--- src/pkg/opcode_decode_cfg.svh ---
// Constants for the opcode decoder and operand-address generator
// Behaviour
// - Upper opcode nibble selects instruction group
// - Bit ops: even set, odd clear, bits 3:1
// - Branch nibble selects one of sixteen conditions
// - Read-modify-write nibble selects operation; five unused
// - RMW upper nibble gives mode; 0x42 multiply
// - Control group decodes thirteen fixed opcodes
// - Register/memory groups: six modes, sixteen operations
// - 0xAD relative call; 0xA7, 0xAC unimplemented
// - Ten addressing modes supported
// - Operand location; lengths one to three bytes
// - Implied mode: no operands, advance one
// - Literal operand at PC+1, advance two
// - Direct: high byte zero, advance two
// - Full address from two bytes, advance three
// - Plain index: zero-extended index, advance one
// - Byte offset plus index with carry, advance two
// - Word offset plus index, advance three
// - Branch adds offset to PC+2 if true
// - Bit branch: testedBit output gives bit, PC+3 target
`ifndef OPCODE_DECODE_CFG_SVH
`define OPCODE_DECODE_CFG_SVH
`define GRP_BIT_BRANCH 4'h0
`define GRP_BIT_SETCLR 4'h1
`define GRP_PC_BRANCH  4'h2
`define GRP_RMW_FIRST  4'h3
`define GRP_RMW_LAST   4'h7
`define GRP_CTRL_FIRST 4'h8
`define GRP_CTRL_LAST  4'h9
`define GRP_REGMEM_FIRST 4'hA
`define OPC_MULTIPLY   8'h42
`define OPC_PC_CALL    8'hAD
`define OPC_LIT_STORE  8'hA7
`define OPC_LIT_JUMP   8'hAC
`define LEN_ONE        2'h1
`define LEN_TWO        2'h2
`define LEN_THREE      2'h3
`endif

--- src/pkg/opcode_decode_pkg.sv ---
// Types for the opcode decoder
package opcode_decode_pkg;
   typedef enum logic [2:0] {
      GROUP_BIT_BRANCH = 3'h0,
      GROUP_BIT_SETCLR = 3'h1,
      GROUP_PC_BRANCH  = 3'h2,
      GROUP_RMW        = 3'h3,
      GROUP_CONTROL    = 3'h4,
      GROUP_REGMEM     = 3'h5
   } group_t;

   typedef enum logic [3:0] {
      implied_mode           = 4'h0,
      literal_operand_mode   = 4'h1,
      direct_mode            = 4'h2,
      full_address_mode      = 4'h3,
      index_plain_mode       = 4'h4,
      index_byte_offset_mode = 4'h5,
      index_word_offset_mode = 4'h6,
      pc_relative_mode       = 4'h7,
      bit_set_clear_mode     = 4'h8,
      bit_test_branch_mode   = 4'h9
   } mode_t;

   // Operation codes, shared by all groups
   typedef enum logic [5:0] {
      OP_NONE = 6'h00,
      // Bit groups
      branch_if_bit_high = 6'h01, branch_if_bit_low = 6'h02,
      set_memory_bit = 6'h03, clear_memory_bit = 6'h04,
      // Branches
      OP_BR_ALWAYS = 6'h05, OP_BR_NEVER = 6'h06, OP_BR_HIGHER = 6'h07,
      OP_BR_LOWER_SAME = 6'h08, OP_BR_CARRY_CLEAR = 6'h09,
      OP_BR_CARRY_SET = 6'h0A, OP_BR_NOT_EQUAL = 6'h0B, OP_BR_EQUAL = 6'h0C,
      branch_half_carry_clear = 6'h0D, branch_half_carry_set = 6'h0E,
      OP_BR_PLUS = 6'h0F, OP_BR_MINUS = 6'h10, branch_mask_clear = 6'h11,
      branch_mask_set = 6'h12, branch_irq_pin_low = 6'h13,
      branch_irq_pin_high = 6'h14,
      // Read-modify-write
      OP_NEGATE = 6'h15, OP_COMPLEMENT = 6'h16, OP_SHIFT_RIGHT = 6'h17,
      OP_ROTATE_RIGHT = 6'h18, OP_ARITH_RIGHT = 6'h19, OP_SHIFT_LEFT = 6'h1A,
      OP_ROTATE_LEFT = 6'h1B, OP_DECREMENT = 6'h1C, OP_INCREMENT = 6'h1D,
      OP_TEST = 6'h1E, OP_CLEAR = 6'h1F, unsigned_multiply = 6'h20,
      // Control
      return_from_trap = 6'h21, OP_RETURN_SUB = 6'h22, software_trap = 6'h23,
      OP_STOP = 6'h24, OP_WAIT = 6'h25, copy_acc_to_index = 6'h26,
      OP_CLEAR_CARRY = 6'h27, OP_SET_CARRY = 6'h28, OP_CLEAR_MASK = 6'h29,
      OP_SET_MASK = 6'h2A, stack_pointer_reinit = 6'h2B, OP_NO_OP = 6'h2C,
      copy_index_to_acc = 6'h2D,
      // Register/memory
      OP_SUBTRACT = 6'h2E, OP_COMPARE_ACC = 6'h2F, OP_SUB_CARRY = 6'h30,
      OP_COMPARE_INDEX = 6'h31, OP_AND = 6'h32, OP_BIT_TEST = 6'h33,
      OP_LOAD_ACC = 6'h34, OP_STORE_ACC = 6'h35, OP_XOR = 6'h36,
      OP_ADD_CARRY = 6'h37, OP_OR = 6'h38, OP_ADD = 6'h39, OP_JUMP = 6'h3A,
      absolute_call = 6'h3B, OP_LOAD_INDEX = 6'h3C, OP_STORE_INDEX = 6'h3D,
      relative_call = 6'h3E
   } operation_t;

   typedef struct packed {
      logic [7:0] opcode;
      logic       loaded;
   } state_t;
endpackage

--- src/rtl/opcode_decode.sv ---
// Opcode decoder and operand-address generator
`timescale 1ns/1ps
`default_nettype none
`include "opcode_decode_cfg.svh"
module opcode_decode (
   input  wire logic                          clock,
   input  wire logic                          reset,
   input  wire logic [7:0]                    opcodeIn,
   input  wire logic                          opcodeStrobe,
   input  wire logic [15:0]                   pcIn,
   input  wire logic [7:0]                    operandByte1,
   input  wire logic [7:0]                    operandByte2,
   input  wire logic [7:0]                    indexReg,
   input  wire logic                          conditionTrue,
   input  wire logic [7:0]                    testedByte,
   output logic                               decodeValid,
   output opcode_decode_pkg::group_t          group,
   output opcode_decode_pkg::operation_t      operation,
   output opcode_decode_pkg::mode_t           addrMode,
   output logic [1:0]                         instrLength,
   output logic [2:0]                         bitNumber,
   output logic [15:0]                        operand_location,
   output logic [15:0]                        nextPc,
   output logic                               testedBit,
   output logic                               opcodeHeld
);
   import opcode_decode_pkg::*;

   ////////////////////////////////////////////////////////////////////
   // Decoding functions

   function automatic operation_t branchOp(input logic [3:0] n);
      operation_t o;
      o = OP_NONE;
      case (n)
         4'h0: o = OP_BR_ALWAYS;
         4'h1: o = OP_BR_NEVER;
         4'h2: o = OP_BR_HIGHER;
         4'h3: o = OP_BR_LOWER_SAME;
         4'h4: o = OP_BR_CARRY_CLEAR;
         4'h5: o = OP_BR_CARRY_SET;
         4'h6: o = OP_BR_NOT_EQUAL;
         4'h7: o = OP_BR_EQUAL;
         4'h8: o = branch_half_carry_clear;
         4'h9: o = branch_half_carry_set;
         4'hA: o = OP_BR_PLUS;
         4'hB: o = OP_BR_MINUS;
         4'hC: o = branch_mask_clear;
         4'hD: o = branch_mask_set;
         4'hE: o = branch_irq_pin_low;
         4'hF: o = branch_irq_pin_high;
         default: o = OP_NONE;
      endcase
      return o;
   endfunction

   function automatic operation_t rmwOp(input logic [3:0] n);
      operation_t o;
      o = OP_NONE;
      case (n)
         4'h0: o = OP_NEGATE;
         4'h3: o = OP_COMPLEMENT;
         4'h4: o = OP_SHIFT_RIGHT;
         4'h6: o = OP_ROTATE_RIGHT;
         4'h7: o = OP_ARITH_RIGHT;
         4'h8: o = OP_SHIFT_LEFT;
         4'h9: o = OP_ROTATE_LEFT;
         4'hA: o = OP_DECREMENT;
         4'hC: o = OP_INCREMENT;
         4'hD: o = OP_TEST;
         4'hF: o = OP_CLEAR;
         default: o = OP_NONE;
      endcase
      return o;
   endfunction

   function automatic operation_t controlOp(input logic [7:0] c);
      operation_t o;
      o = OP_NONE;
      case (c)
         8'h80: o = return_from_trap;
         8'h81: o = OP_RETURN_SUB;
         8'h83: o = software_trap;
         8'h8E: o = OP_STOP;
         8'h8F: o = OP_WAIT;
         8'h97: o = copy_acc_to_index;
         8'h98: o = OP_CLEAR_CARRY;
         8'h99: o = OP_SET_CARRY;
         8'h9A: o = OP_CLEAR_MASK;
         8'h9B: o = OP_SET_MASK;
         8'h9C: o = stack_pointer_reinit;
         8'h9D: o = OP_NO_OP;
         8'h9F: o = copy_index_to_acc;
         default: o = OP_NONE;
      endcase
      return o;
   endfunction

   function automatic operation_t regMemOp(input logic [3:0] n);
      operation_t o;
      o = OP_NONE;
      case (n)
         4'h0: o = OP_SUBTRACT;
         4'h1: o = OP_COMPARE_ACC;
         4'h2: o = OP_SUB_CARRY;
         4'h3: o = OP_COMPARE_INDEX;
         4'h4: o = OP_AND;
         4'h5: o = OP_BIT_TEST;
         4'h6: o = OP_LOAD_ACC;
         4'h7: o = OP_STORE_ACC;
         4'h8: o = OP_XOR;
         4'h9: o = OP_ADD_CARRY;
         4'hA: o = OP_OR;
         4'hB: o = OP_ADD;
         4'hC: o = OP_JUMP;
         4'hD: o = absolute_call;
         4'hE: o = OP_LOAD_INDEX;
         4'hF: o = OP_STORE_INDEX;
         default: o = OP_NONE;
      endcase
      return o;
   endfunction

   function automatic logic [1:0] modeLength(input mode_t m);
      logic [1:0] l;
      l = `LEN_ONE;
      case (m)
         implied_mode:           l = `LEN_ONE;
         index_plain_mode:       l = `LEN_ONE;
         literal_operand_mode:   l = `LEN_TWO;
         direct_mode:            l = `LEN_TWO;
         index_byte_offset_mode: l = `LEN_TWO;
         pc_relative_mode:       l = `LEN_TWO;
         bit_set_clear_mode:     l = `LEN_TWO;
         full_address_mode:      l = `LEN_THREE;
         index_word_offset_mode: l = `LEN_THREE;
         bit_test_branch_mode:   l = `LEN_THREE;
         default:                l = `LEN_ONE;
      endcase
      return l;
   endfunction

   // Sign-extend a branch offset to address width
   function automatic logic [15:0] signExtend(input logic [7:0] b);
      logic [15:0] w;
      w = {{8{b[7]}}, b};
      return w;
   endfunction

   ////////////////////////////////////////////////////////////////////
   // Classification, combinational on the opcode

   logic [3:0]  hi;
   logic [3:0]  lo;
   logic [15:0] target;
   logic [15:0] bitTarget;
   logic [15:0] fallThrough;
   logic        taken;
   state_t      state_q;
   state_t      state_d;

   assign hi = opcodeIn[7:4];
   assign lo = opcodeIn[3:0];

   always_comb begin
      decodeValid = 1'b1;
      group       = GROUP_CONTROL;
      operation   = OP_NONE;
      addrMode    = implied_mode;
      bitNumber   = lo[3:1];
      if (hi == `GRP_BIT_BRANCH) begin
         group     = GROUP_BIT_BRANCH;
         addrMode  = bit_test_branch_mode;
         operation = lo[0] ? branch_if_bit_low : branch_if_bit_high;
      end else if (hi == `GRP_BIT_SETCLR) begin
         group     = GROUP_BIT_SETCLR;
         addrMode  = bit_set_clear_mode;
         operation = lo[0] ? clear_memory_bit : set_memory_bit;
      end else if (hi == `GRP_PC_BRANCH) begin
         group     = GROUP_PC_BRANCH;
         addrMode  = pc_relative_mode;
         operation = branchOp(lo);
      end else if (hi >= `GRP_RMW_FIRST && hi <= `GRP_RMW_LAST) begin
         group     = GROUP_RMW;
         operation = rmwOp(lo);
         case (hi)
            4'h3: addrMode = direct_mode;
            4'h4: addrMode = implied_mode;
            4'h5: addrMode = implied_mode;
            4'h6: addrMode = index_byte_offset_mode;
            4'h7: addrMode = index_plain_mode;
            default: addrMode = implied_mode;
         endcase
         if (opcodeIn == `OPC_MULTIPLY) begin
            operation = unsigned_multiply;
         end
      end else if (hi >= `GRP_CTRL_FIRST && hi <= `GRP_CTRL_LAST) begin
         group     = GROUP_CONTROL;
         addrMode  = implied_mode;
         operation = controlOp(opcodeIn);
      end else begin
         group     = GROUP_REGMEM;
         operation = regMemOp(lo);
         case (hi)
            4'hA: addrMode = literal_operand_mode;
            4'hB: addrMode = direct_mode;
            4'hC: addrMode = full_address_mode;
            4'hD: addrMode = index_word_offset_mode;
            4'hE: addrMode = index_byte_offset_mode;
            4'hF: addrMode = index_plain_mode;
            default: addrMode = implied_mode;
         endcase
         if (opcodeIn == `OPC_PC_CALL) begin
            operation = relative_call;
            addrMode  = pc_relative_mode;
         end
         if (opcodeIn == `OPC_LIT_STORE || opcodeIn == `OPC_LIT_JUMP) begin
            operation = OP_NONE;
         end
      end
      if (operation == OP_NONE) begin
         decodeValid = 1'b0;
      end
      instrLength = modeLength(addrMode);
   end

   ////////////////////////////////////////////////////////////////////
   // Operand location and next program counter

   assign testedBit   = testedByte[bitNumber];
   assign fallThrough = pcIn + {14'h0000, instrLength};
   assign target      = fallThrough + signExtend(operandByte1);
   assign bitTarget   = fallThrough + signExtend(operandByte2);

   // Bit 0 clear branches on a set bit; calls always go
   always_comb begin
      taken = 1'b0;
      case (addrMode)
         bit_test_branch_mode: begin
            taken = testedBit ^ lo[0];
         end
         pc_relative_mode: begin
            if (operation == relative_call) begin
               taken = 1'b1;
            end else begin
               taken = conditionTrue;
            end
         end
         default: taken = 1'b0;
      endcase
   end

   always_comb begin
      operand_location = 16'h0000;
      nextPc           = fallThrough;
      case (addrMode)
         literal_operand_mode:   operand_location = pcIn + 16'h0001;
         direct_mode:            operand_location = {8'h00, operandByte1};
         bit_set_clear_mode:     operand_location = {8'h00, operandByte1};
         full_address_mode:      operand_location = {operandByte1, operandByte2};
         index_plain_mode:       operand_location = {8'h00, indexReg};
         // Carry of the sum lands in the high byte
         index_byte_offset_mode:
            operand_location = {8'h00, indexReg} + {8'h00, operandByte1};
         index_word_offset_mode:
            operand_location = {operandByte1, operandByte2} + {8'h00, indexReg};
         pc_relative_mode: begin
            operand_location = taken ? target : fallThrough;
            nextPc           = operand_location;
         end
         bit_test_branch_mode: begin
            operand_location = {8'h00, operandByte1};
            nextPc           = taken ? bitTarget : fallThrough;
         end
         default: operand_location = 16'h0000;
      endcase
      if (!decodeValid) begin
         nextPc = pcIn;
      end
   end

   ////////////////////////////////////////////////////////////////////
   // Last accepted opcode, observation only

   always_comb begin
      state_d = state_q;
      // Only implemented opcodes are latched
      if (opcodeStrobe && decodeValid) begin
         state_d.opcode = opcodeIn;
         state_d.loaded = 1'b1;
      end
   end

   always_ff @(posedge clock) begin
      if (reset) begin
         state_q <= '0;
      end else begin
         state_q <= state_d;
      end
   end

   assign opcodeHeld = state_q.loaded;
endmodule
`default_nettype wire

--- config.mk ---
export PLATFORM = sky130hd
export DESIGN_NAME = opcode_decode
export DESIGN_NICKNAME = d
export VERILOG_FILES = /design/src/pkg/opcode_decode_pkg.sv /design/src/rtl/opcode_decode.sv
export VERILOG_INCLUDE_DIRS = /design/src /design/src/pkg
export SDC_FILE = /design/constraint.sdc
export NUM_CORES = 1
export LEC_CHECK = 0
export BUFFER_PORTS_ARGS = -buffer_cell sky130_fd_sc_hd__buf_2
export CORE_MARGIN = 2
export CORE_UTILIZATION = 45
export DETAILED_ROUTE_END_ITERATION = 8
export GPL_TIMING_DRIVEN = 0
export PLACE_DENSITY_LB_ADDON = 0.15
export SLEW_MARGIN = 25
export SYNTH_ARGS = -nofsm -noshare
export SYNTH_HDL_FRONTEND = slang
export SYNTH_SLANG_ARGS = --single-unit
--- constraint.sdc ---
create_clock -name clock -period 8.6 [get_ports clock]
set_input_delay 0.43 -clock clock [delete_from_list [all_inputs] [get_ports clock]]
set_output_delay 0.43 -clock clock [all_outputs]
set_load 0.01 [all_outputs]
Word level (Yosys, flattened, before mapping):

Memories as Yosys holds them, arrays and structs flattened.
Cells that the tools add are included.

* reduce and logical (&&, ||, !) cells: 7
* order comparisons: 5
* eq/ne operators: 38
* add/subtract/negate cells: 6
* bitwise logic cells: 1
* multiplexer cells: 34

Operators with widths (count)
* 8-bit equality test, second input constant: 16
* 16-bit case mux with 7 select lines: 1
* 6-bit case mux with 13 select lines: 1
* 16-bit two-way mux: 3
* 6-bit two-way mux: 8
* 16-bit adder: 2
* 4-bit equality test, second input constant: 8
* 16-bit case mux with 2 select lines: 1
* 4-bit by 3-bit equality test with 1-bit output, second input constant: 6
* 4-bit two-way mux: 6
* 3-bit case mux with 6 select lines: 1
* 16-bit by 1-bit adder with 16-bit output, second input constant: 1
* 16-bit by 2-bit adder with 16-bit output: 1
* 16-bit by 8-bit adder with 16-bit output: 1
* 4-bit by 2-bit equality test with 1-bit output, second input constant: 4
* 3-bit two-way mux: 5
* 8-bit by 8-bit adder with 9-bit output: 1
* 3-bit case mux with 3 select lines: 1
* 4-bit by 1-bit equality test with 1-bit output, second input constant: 2
* 8-bit by 7-bit equality test with 1-bit output, second input constant: 1
* 6-bit equality test, second input constant: 1
* 6-bit logical NOT: 1
* 4-bit by 2-bit >= comparator with 1-bit output, second input constant: 1
* 4-bit >= comparator, second input constant: 1
* other kinds (12): 17

* memories: 4
* logic and storage cells: 96
* bits in registers: 1
* ROM bits: 272

Memories
* (no name shown): depth 16, bits a word 5, rd ports 1, clocked after memory_dff 0, wr ports 0, line opcode_decode.sv:35 `case (n)`
* (no name shown): depth 16, bits a word 5, rd ports 1, clocked after memory_dff 0, wr ports 0, line opcode_decode.sv:60 `case (n)`
* (no name shown): depth 16, bits a word 5, rd ports 1, clocked after memory_dff 0, wr ports 0, line opcode_decode.sv:102 `case (n)`
* (no name shown): depth 16, bits a word 2, rd ports 1, clocked after memory_dff 0, wr ports 0, line opcode_decode.sv:127 `case (m)`

Logic depth before layout (Yosys ltp):

Gate-level depths: netlist of the first run.

* word-level depth: 14
* gate-level depth with buffers: 26

Least setup slack after synthesis of the first run:

OpenSTA, ideal clock, no wires.

* path type: input port to output port
* from: input opcodeIn[7]
* to: output nextPc[15]
* setup slack: 2354 ps
* arrival time: 5816 ps
* stages: 25
* data required time: 8170 ps
* cell sequence: buf_4 -> clkbuf_1 -> xor2_1 -> a21oi_1 -> inv_1 -> ha_1 -> a22o_1 -> a21oi_1 -> ha_1 -> inv_1 -> fa_1 -> or2_2 -> or3_1 -> clkbuf_1 -> xnor2_1 -> ha_1 -> o21ai_0 -> nand2b_1 -> a21o_1 -> a31o_2 -> a21oi_1 -> xnor2_1 -> nor2_1 -> xor2_1 -> o311ai_1

* word-level cells in the longest chain between the ends: 14
* elaborated cells between the ends (all ways): 67
* those cells by class: add/sub (3); order compare (4); eq/ne (31); mux (23); reduce/logical (5); memory (1)

Ends and longest elaborated chain
* start: declaration: line opcode_decode.sv:8 `input wire logic [7:0] opcodeIn,`
* 4-bit equality test: line opcode_decode.sv:204 `case (hi)`
* 3-bit case mux with 6 select lines: line opcode_decode.sv:204
* 4-bit two-way mux: line opcode_decode.sv:213 `` if (opcodeIn == `OPC_PC_CALL) begin ``
* 4-bit two-way mux: line opcode_decode.sv:197 `` end else if (hi >= `GRP_CTRL_FIRST && hi <= `GRP_CTRL_LAST) begin ``
* 4-bit two-way mux: line opcode_decode.sv:183 `` end else if (hi >= `GRP_RMW_FIRST && hi <= `GRP_RMW_LAST) begin ``
* 4-bit two-way mux: line opcode_decode.sv:179 `` end else if (hi == `GRP_PC_BRANCH) begin ``
* 4-bit two-way mux: line opcode_decode.sv:175 `` end else if (hi == `GRP_BIT_SETCLR) begin ``
* 4-bit two-way mux *: line opcode_decode.sv:171 `` if (hi == `GRP_BIT_BRANCH) begin ``
* via addrMode[0]: line opcode_decode.sv:19 `output opcode_decode_pkg::mode_t addrMode,`
* memory read 16 x 2 bit *
* via instrLength[0]: line opcode_decode.sv:20 `output logic [1:0] instrLength,`
* 16-bit by 2-bit adder with 16-bit output *: line opcode_decode.sv:231 `assign fallThrough = pcIn + {14'h0000, instrLength};`
* 16-bit adder (on tied branches): line opcode_decode.sv:233, opcode_decode.sv:232
* 16-bit two-way mux (on tied branches): line opcode_decode.sv:273, opcode_decode.sv:268
* 16-bit case mux with 2 select lines *: line opcode_decode.sv:256 `case (addrMode)`
* 16-bit two-way mux *: line opcode_decode.sv:277 `if (!decodeValid) begin`
* end: declaration: line opcode_decode.sv:23 `output logic [15:0] nextPc,`

The timed path passes the listed nets; every way through them passes the cells marked *.

Worst setup path in the final report of the first run:

* from: input opcodeIn[1]
* to: output nextPc[15]

* word-level cells in the longest chain between the ends: 14
* elaborated cells between the ends (all ways): 53
* those cells by class: add/sub (3); eq/ne (20); mux (23); bitwise (1); reduce/logical (2); memory (4)

Ends and longest elaborated chain (line)
* parallel branches: the longest is 13 deep, another holds 16-bit by 2-bit adder with 16-bit output
* 16-bit two-way mux *: opcode_decode.sv:277

Mark *: on every way between the ends. The select of a mux whose other input is x is not followed.

==> key figures, run 1 <==
Status
  • Status: finished clean

GRT
  • Met1 Usage GRT: 45.8%
  • GR Util met2: 51.1%
  • Initial antenna violation count: 1
  • Largest net degree at the start of global routing: 14
  • Top Usage Layer GRT: met2
  • GR Util met3: 2.59%
  • All-layer global routing usage: 31.8%
  • Remaining Overflow, GRT: 0
  • First-pass GRT wire length: 30200 um
  • Vias in the first global route: 5744

STA
  • Hold_ws: 0.455 ns
  • Slew Limit Headroom: 38.0%
  • Fmax achieved: 141 MHz
  • Final hold vios: 0
  • Clock Skew: 0 ns
  • PnR worst setup slack: 1.51 ns
  • Worst Tran Pin Value: 0.925 ns
  • Setup TNS: 0 ns
  • Tmin final: 7.09 ns
  • Final setup viols: 0
  • RSZ-0062 raised after global routing: no
  • Period utilization: 82.4%
  • Max-slew violations: 0

Route
  • Drt wl/cell: 20.0 um
  • DRT Pass-1 Iters: 5
  • Via-to-Cell Ratio: 6.30
  • Iter 0 DRT Violations: 526
  • Post-Route WL: 19500 um
  • DRC violations left: 0
  • Via count: 6134
  • Number of routed nets with antenna violations: 0

Min path
  • Hold Path Class: reg2reg

Floorplan
  • I/O pins: 113
  • Std-Cell Rows: 38
  • Die area: 12200 sq um
  • Die Height: 110 um
  • Initial core utilization: 46.5%
  • Die Wd: 110 um
  • Core outline area: 10900 sq um

Yosys
  • Post-synth cell types: 83
  • Synthesized cell area: 5080 sq um
  • Top_reg_cell synth: dfxtp_1
  • Syn nets: 858
  • Mapped Cells: 731
  • Syn Area/Cell: 6.95 sq um
  • Post-synth EDFFs: 0
  • FFs w/ async S/R, synth: 0%
  • Post-synthesis sequential area ratio: 0.394%
  • Ys Warns: 0
  • FF+latch count, synth: 1

Placement
  • Setup WS pre-CTS: 1.59 ns
  • Inst Count DP: 974
  • Routability cong.: 1.00
  • Post-DP HPWL: 15900 um
  • IO buf count: 103

Setup path
  • CP startpoint kind: primary input
  • CP Data Arrival Time: 6.66 ns
  • Max FO, Critical Path: 9
  • Required time worst endpoint: 8.17 ns
  • Crit. End Element: output port
  • WS Path Type: in2out

Power
  • Max IR drop VDD: 0.0509 mV
  • Total power: 449 uW
  • Cell Pwr Density: 77.6 nW/um^2
  • Static Leak: 2.66 nW

Cells and area
  • Share of cells above drive strength 1: 18.5%
  • Fillers: 1148
  • Area grow syn2layout: 13.8%
  • Final Net Count: 963
  • Most frequent cells in the layout: buf_2, nand2_1, ha_1
  • Antenna Cells: 0
  • Commonest non-fill, non-tap cell in the layout: buf_2
  • Max FFs per register: 1
  • Fin cells: 974

Clock tree
  • Worst skew pair latency: 0 ns
  • Post-CTS Setup Bufs: 0
  • Hold-fix buffers, CTS: 0
  • Reg clk slew, reported paths: 0 ns
  • Post-CTS Resized: 0

Run
  • Max cap viols: 0
[kinds of logic after synthesis]
| logic type | Yosys count | share of synthesized area [%] |
|---|---|---|
| AOI/OAI and AO/OA | 243 | 33.6 |
| and+or+nand+nor | 231 | 22.4 |
| buffers and inverters | 93 | 8.18 |
| xor gates and xnor gates | 72 | 12.4 |
| adders and majority gates | 67 | 17.2 |
| muxes | 24 | 5.69 |
| DFF | 1 | 0.394 |
[cell type report]
cell class | count | area (sq um) | share of cell area (%)
multi-input combinational | 637 | 4650 | 80.5
sequential | 1 | 20.0 | 0.346
tap | 140 | 175 | 3.03
timing repair buffer | 103 | 515 | 8.92
inverter | 45 | 169 | 2.92
buffer | 48 | 246 | 4.26
[worst max-delay path: stages]
cell,delay (ns)
buf_2,0.17
inv_1,0.18
ha_1,0.37
nand3_1,0.26
a31oi_1,0.24
a22oi_1,0.14
ha_1,0.23
a22o_1,0.21
a21oi_1,0.19
ha_1,0.20
inv_1,0.05
fa_1,0.48
or2_2,0.39
xnor2_1,0.30
ha_1,0.34
and3_1,0.16
a221oi_1,0.59
o2111ai_1,0.29
a31o_2,0.31
a21oi_1,0.27
xnor2_1,0.16
nor2_1,0.07
xor2_1,0.16
o311ai_1,0.27
buf_2,0.18
[Yosys cell counts, drive strengths merged, types with 8 or more instances]
cell / n / share of area [%]
nor2b: 12 / 1.5
a21o: 14 / 2.1
buf: 24 / 3.1
o21ai: 45 / 4.4
nand3: 23 / 2.3
nor2: 51 / 3.8
and3: 11 / 1.4
nand2: 72 / 5.3
clkbuf: 24 / 1.8
a221oi: 11 / 1.9
a31oi: 10 / 1.5
or3: 11 / 1.4
a21oi: 56 / 5.6
xnor2: 48 / 8.3
ha: 62 / 15
a22oi: 16 / 2.5
o21bai: 9 / 1.3
inv: 45 / 3.3
xor2: 24 / 4.1
nor3: 18 / 1.9
mux2i: 15 / 3.0
o22ai: 8 / 0.99
[path summary, 6_finish.rpt]
kind / startpoint / end / slack (ns) / depth (start not counted)
worst min-delay path: opcodeHeld$_SDFFE_PP0P_ / opcodeHeld$_SDFFE_PP0P_ / 0.46 / 2
worst min register to register: opcodeHeld$_SDFFE_PP0P_ / opcodeHeld$_SDFFE_PP0P_ / 0.46 / 2
worst max-delay path: opcodeIn[1] / nextPc[15] / 1.51 / 25
worst max register to register: opcodeHeld$_SDFFE_PP0P_ / opcodeHeld$_SDFFE_PP0P_ / 8.04 / 2
[per-layer routing]
metal / share of wire (%) / vias to the layer above / wire, um
li1: - / 2920 / -
met1: 45 / 2871 / 8690
met2: 43 / 300 / 8440
met3: 9.3 / 43 / 1800
met4: 2.8 / 0 / 539
met5: 0 / - / 0
[where the power goes]
group | total [mW] | internal, mW | leakage, nW | switching [mW]
clock network | 0 | 0 | 0 | 0
registers | 0.00525 | 0.00511 | 0.00839 | 0.000143
logic | 0.444 | 0.179 | 2.66 | 0.264
total | 0.449 | 0.185 | 2.66 | 0.264
[through the flow]
stage / instance area, sq um / util [%]
6_report: 5780 / 52.9
5_1_grt: 5780 / 52.9
4_1_cts: 5780 / 52.8
3_3_place_gp: 5770 / 52.8
2_1_floorplan: 5080 / -
3_5_place_dp: 5780 / 52.8
Note: power is estimated with default switching activity, not from simulation.
==> run 2: changes to the inputs <==
==> constraint.sdc (replaced) <==
create_clock -name clock -period 7.2 [get_ports clock]
set_input_delay 0.36 -clock clock [delete_from_list [all_inputs] [get_ports clock]]
set_output_delay 0.36 -clock clock [all_outputs]
set_load 0.01 [all_outputs]
==> run 2 against run 1 <==
Largest power group unchanged. Largest cell class unchanged. Sequential share of layout area is essentially flat. Worst setup slack got worse by 1.1 ns. Critical path type unchanged. Via count hardly changed.
==> key figures, run 2 (synthesized netlist as in run 1, its figures left out) <==
Cells and area
  • Fillers: 1149
  • Most frequent cells in the layout: buf_2, nand2_1, ha_1
  • Max FFs per register: 1
  • Share of cells above drive strength 1: 18.9%
  • Utilization after layout: 53.0%
  • Footprint of the multi-input gates: 4670 sq um
  • Commonest non-fill, non-tap cell in the layout: buf_2
  • Final Net Count: 963
  • Register area: 20.0 sq um
  • Area grow syn2layout: 14.2%
  • Antenna Cells: 0
  • Fin cells: 974

Route
  • Via-to-Cell Ratio: 6.30
  • DRC violations left: 0
  • WL met3: 1560 um
  • Highest metal used: met4
  • Number of routed nets with antenna violations: 0
  • Drt wl/cell: 20.0 um
  • Iter 0 DRT Violations: 543
  • DRT Pass-1 Iters: 5
  • DRT met1 WL: 8880 um
  • Via count: 6137
  • Metal2 WL: 8450 um
  • Post-Route WL: 19500 um

STA
  • Tmin final: 6.79 ns
  • RSZ-0062 raised after global routing: no
  • Final hold vios: 0
  • Final setup viols: 0
  • Clock Skew: 0 ns
  • Fmax achieved: 147 MHz
  • Slew Limit Headroom: 39.3%
  • Setup TNS: 0 ns
  • Max-slew violations: 0
  • Worst Tran Pin Value: 0.906 ns
  • Period utilization: 94.3%

Floorplan
  • Core outline area: 10900 sq um
  • Die area: 12200 sq um
  • Std-Cell Rows: 38
  • Initial core utilization: 46.5%
  • I/O pins: 113
  • Die Wd: 110 um
  • Die Height: 110 um

Power
  • P_sw: 318 uW
  • Clock power share: 0%
  • Cell Pwr Density: 92.9 nW/um^2
  • Static Leak: 2.67 nW
  • Int Power: 221 uW
  • Comb power frac: 98.8%
  • Net Sw Frac: 58.9%
  • Max IR drop VDD: 0.0629 mV
  • Sequential power share: 1.2%
  • Total power: 539 uW

GRT
  • Initial antenna violation count: 1
  • Remaining Overflow, GRT: 0
  • Largest net degree at the start of global routing: 14
  • Vias in the first global route: 5744
  • All-layer global routing usage: 31.8%
  • First-pass GRT wire length: 30200 um

Setup path
  • Crit. End Element: output port
  • Slowest CP cell: fa_1
  • WS Path Type: in2out
  • CP startpoint kind: primary input
  • Most used cell, CP: ha_1
  • Crit-path max cell delay: 0.48 ns
  • Max FO, Critical Path: 9
  • CP Data Arrival Time: 6.43 ns
  • Required time worst endpoint: 6.84 ns

Run
  • Max cap viols: 0

Status
  • Status: finished clean

Clock tree
  • Reg clk slew, reported paths: 0 ns
  • Post-CTS Setup Bufs: 0
  • Worst skew pair latency: 0 ns

Placement
  • Post-DP HPWL: 15900 um
  • Routability cong.: 1.00
  • Inst Count DP: 974
  • IO buf count: 103

Min path
  • Hold Path Class: reg2reg
[run 2: cell counts in the layout (fill, tap and decap cells not counted)]
No cell type changed its count.
[run 2: worst paths after layout]
path / from / to / slack, ns / cells after the start
hold / removal: opcodeHeld$_SDFFE_PP0P_ / opcodeHeld$_SDFFE_PP0P_ / 0.46 / 2
setup reg to reg: opcodeHeld$_SDFFE_PP0P_ / opcodeHeld$_SDFFE_PP0P_ / 6.64 / 2
setup / recovery: opcodeIn[1] / nextPc[15] / 0.41 / 27
hold reg to reg: opcodeHeld$_SDFFE_PP0P_ / opcodeHeld$_SDFFE_PP0P_ / 0.46 / 2
[run 2: layout make-up]
type | instances | area share [%]
Buffer | 48 | 4.25
Multi-Input combinational cell | 637 | 80.6
Tap cell | 140 | 3.02
Sequential cell | 1 | 0.345
Timing Repair Buffer | 103 | 8.89
Inverter | 45 | 2.91
[run 2: layer usage]
metal	GRT usage, %	vias to the layer above
li1	-	2921
met1	45.8	2876
met2	51.1	295
met3	2.59	45
met4	7.68	0
met5	0	-
[run 2: through the flow]
| stage | setup slack (ns) | hold WS, ns | area (sq um) |
|---|---|---|---|
| after floorplan | 1.09 | 0.432 | 5080 |
| after global placement | 0.413 | 0.453 | 5770 |
| after detailed placement | 0.332 | 0.472 | 5780 |
| after CTS | 0.322 | 0.467 | 5780 |
| after global routing | 0.00192 | 0.535 | 5800 |
| final | 0.411 | 0.455 | 5800 |
[run 2: power groups by stage]
stage | Clock, mW | Combinational [mW] | Sequential, mW
6_report | 0 | 0.533 | 0.00627
5_1_grt | 0 | 0.583 | 0.00642
4_1_cts | 0 | 0.523 | 0.00628
3_5_place_dp | 0 | 0.520 | 0.00630
3_3_place_gp | 0 | 0.510 | 0.00629
2_1_floorplan | 0 | 0.363 | 0.00652
[run 2: critical path: cells and delay by family]
| kind | cells | cell delay, ns |
|---|---|---|
| adder cells (fa/ha/maj) | 5 | 1.57 |
| XOR/XNOR | 3 | 0.56 |
| AND/OR/NAND/NOR | 5 | 1.19 |
| buffers and inverters | 5 | 0.78 |
| AO/OA/AOI/OAI | 9 | 1.96 |
[run 2: timing repair]
action | in CTS | in global routing
gates resized for setup | 0 | 4
hold buffers | 0 | 0
endpoints found under the setup margin | 0 | 5
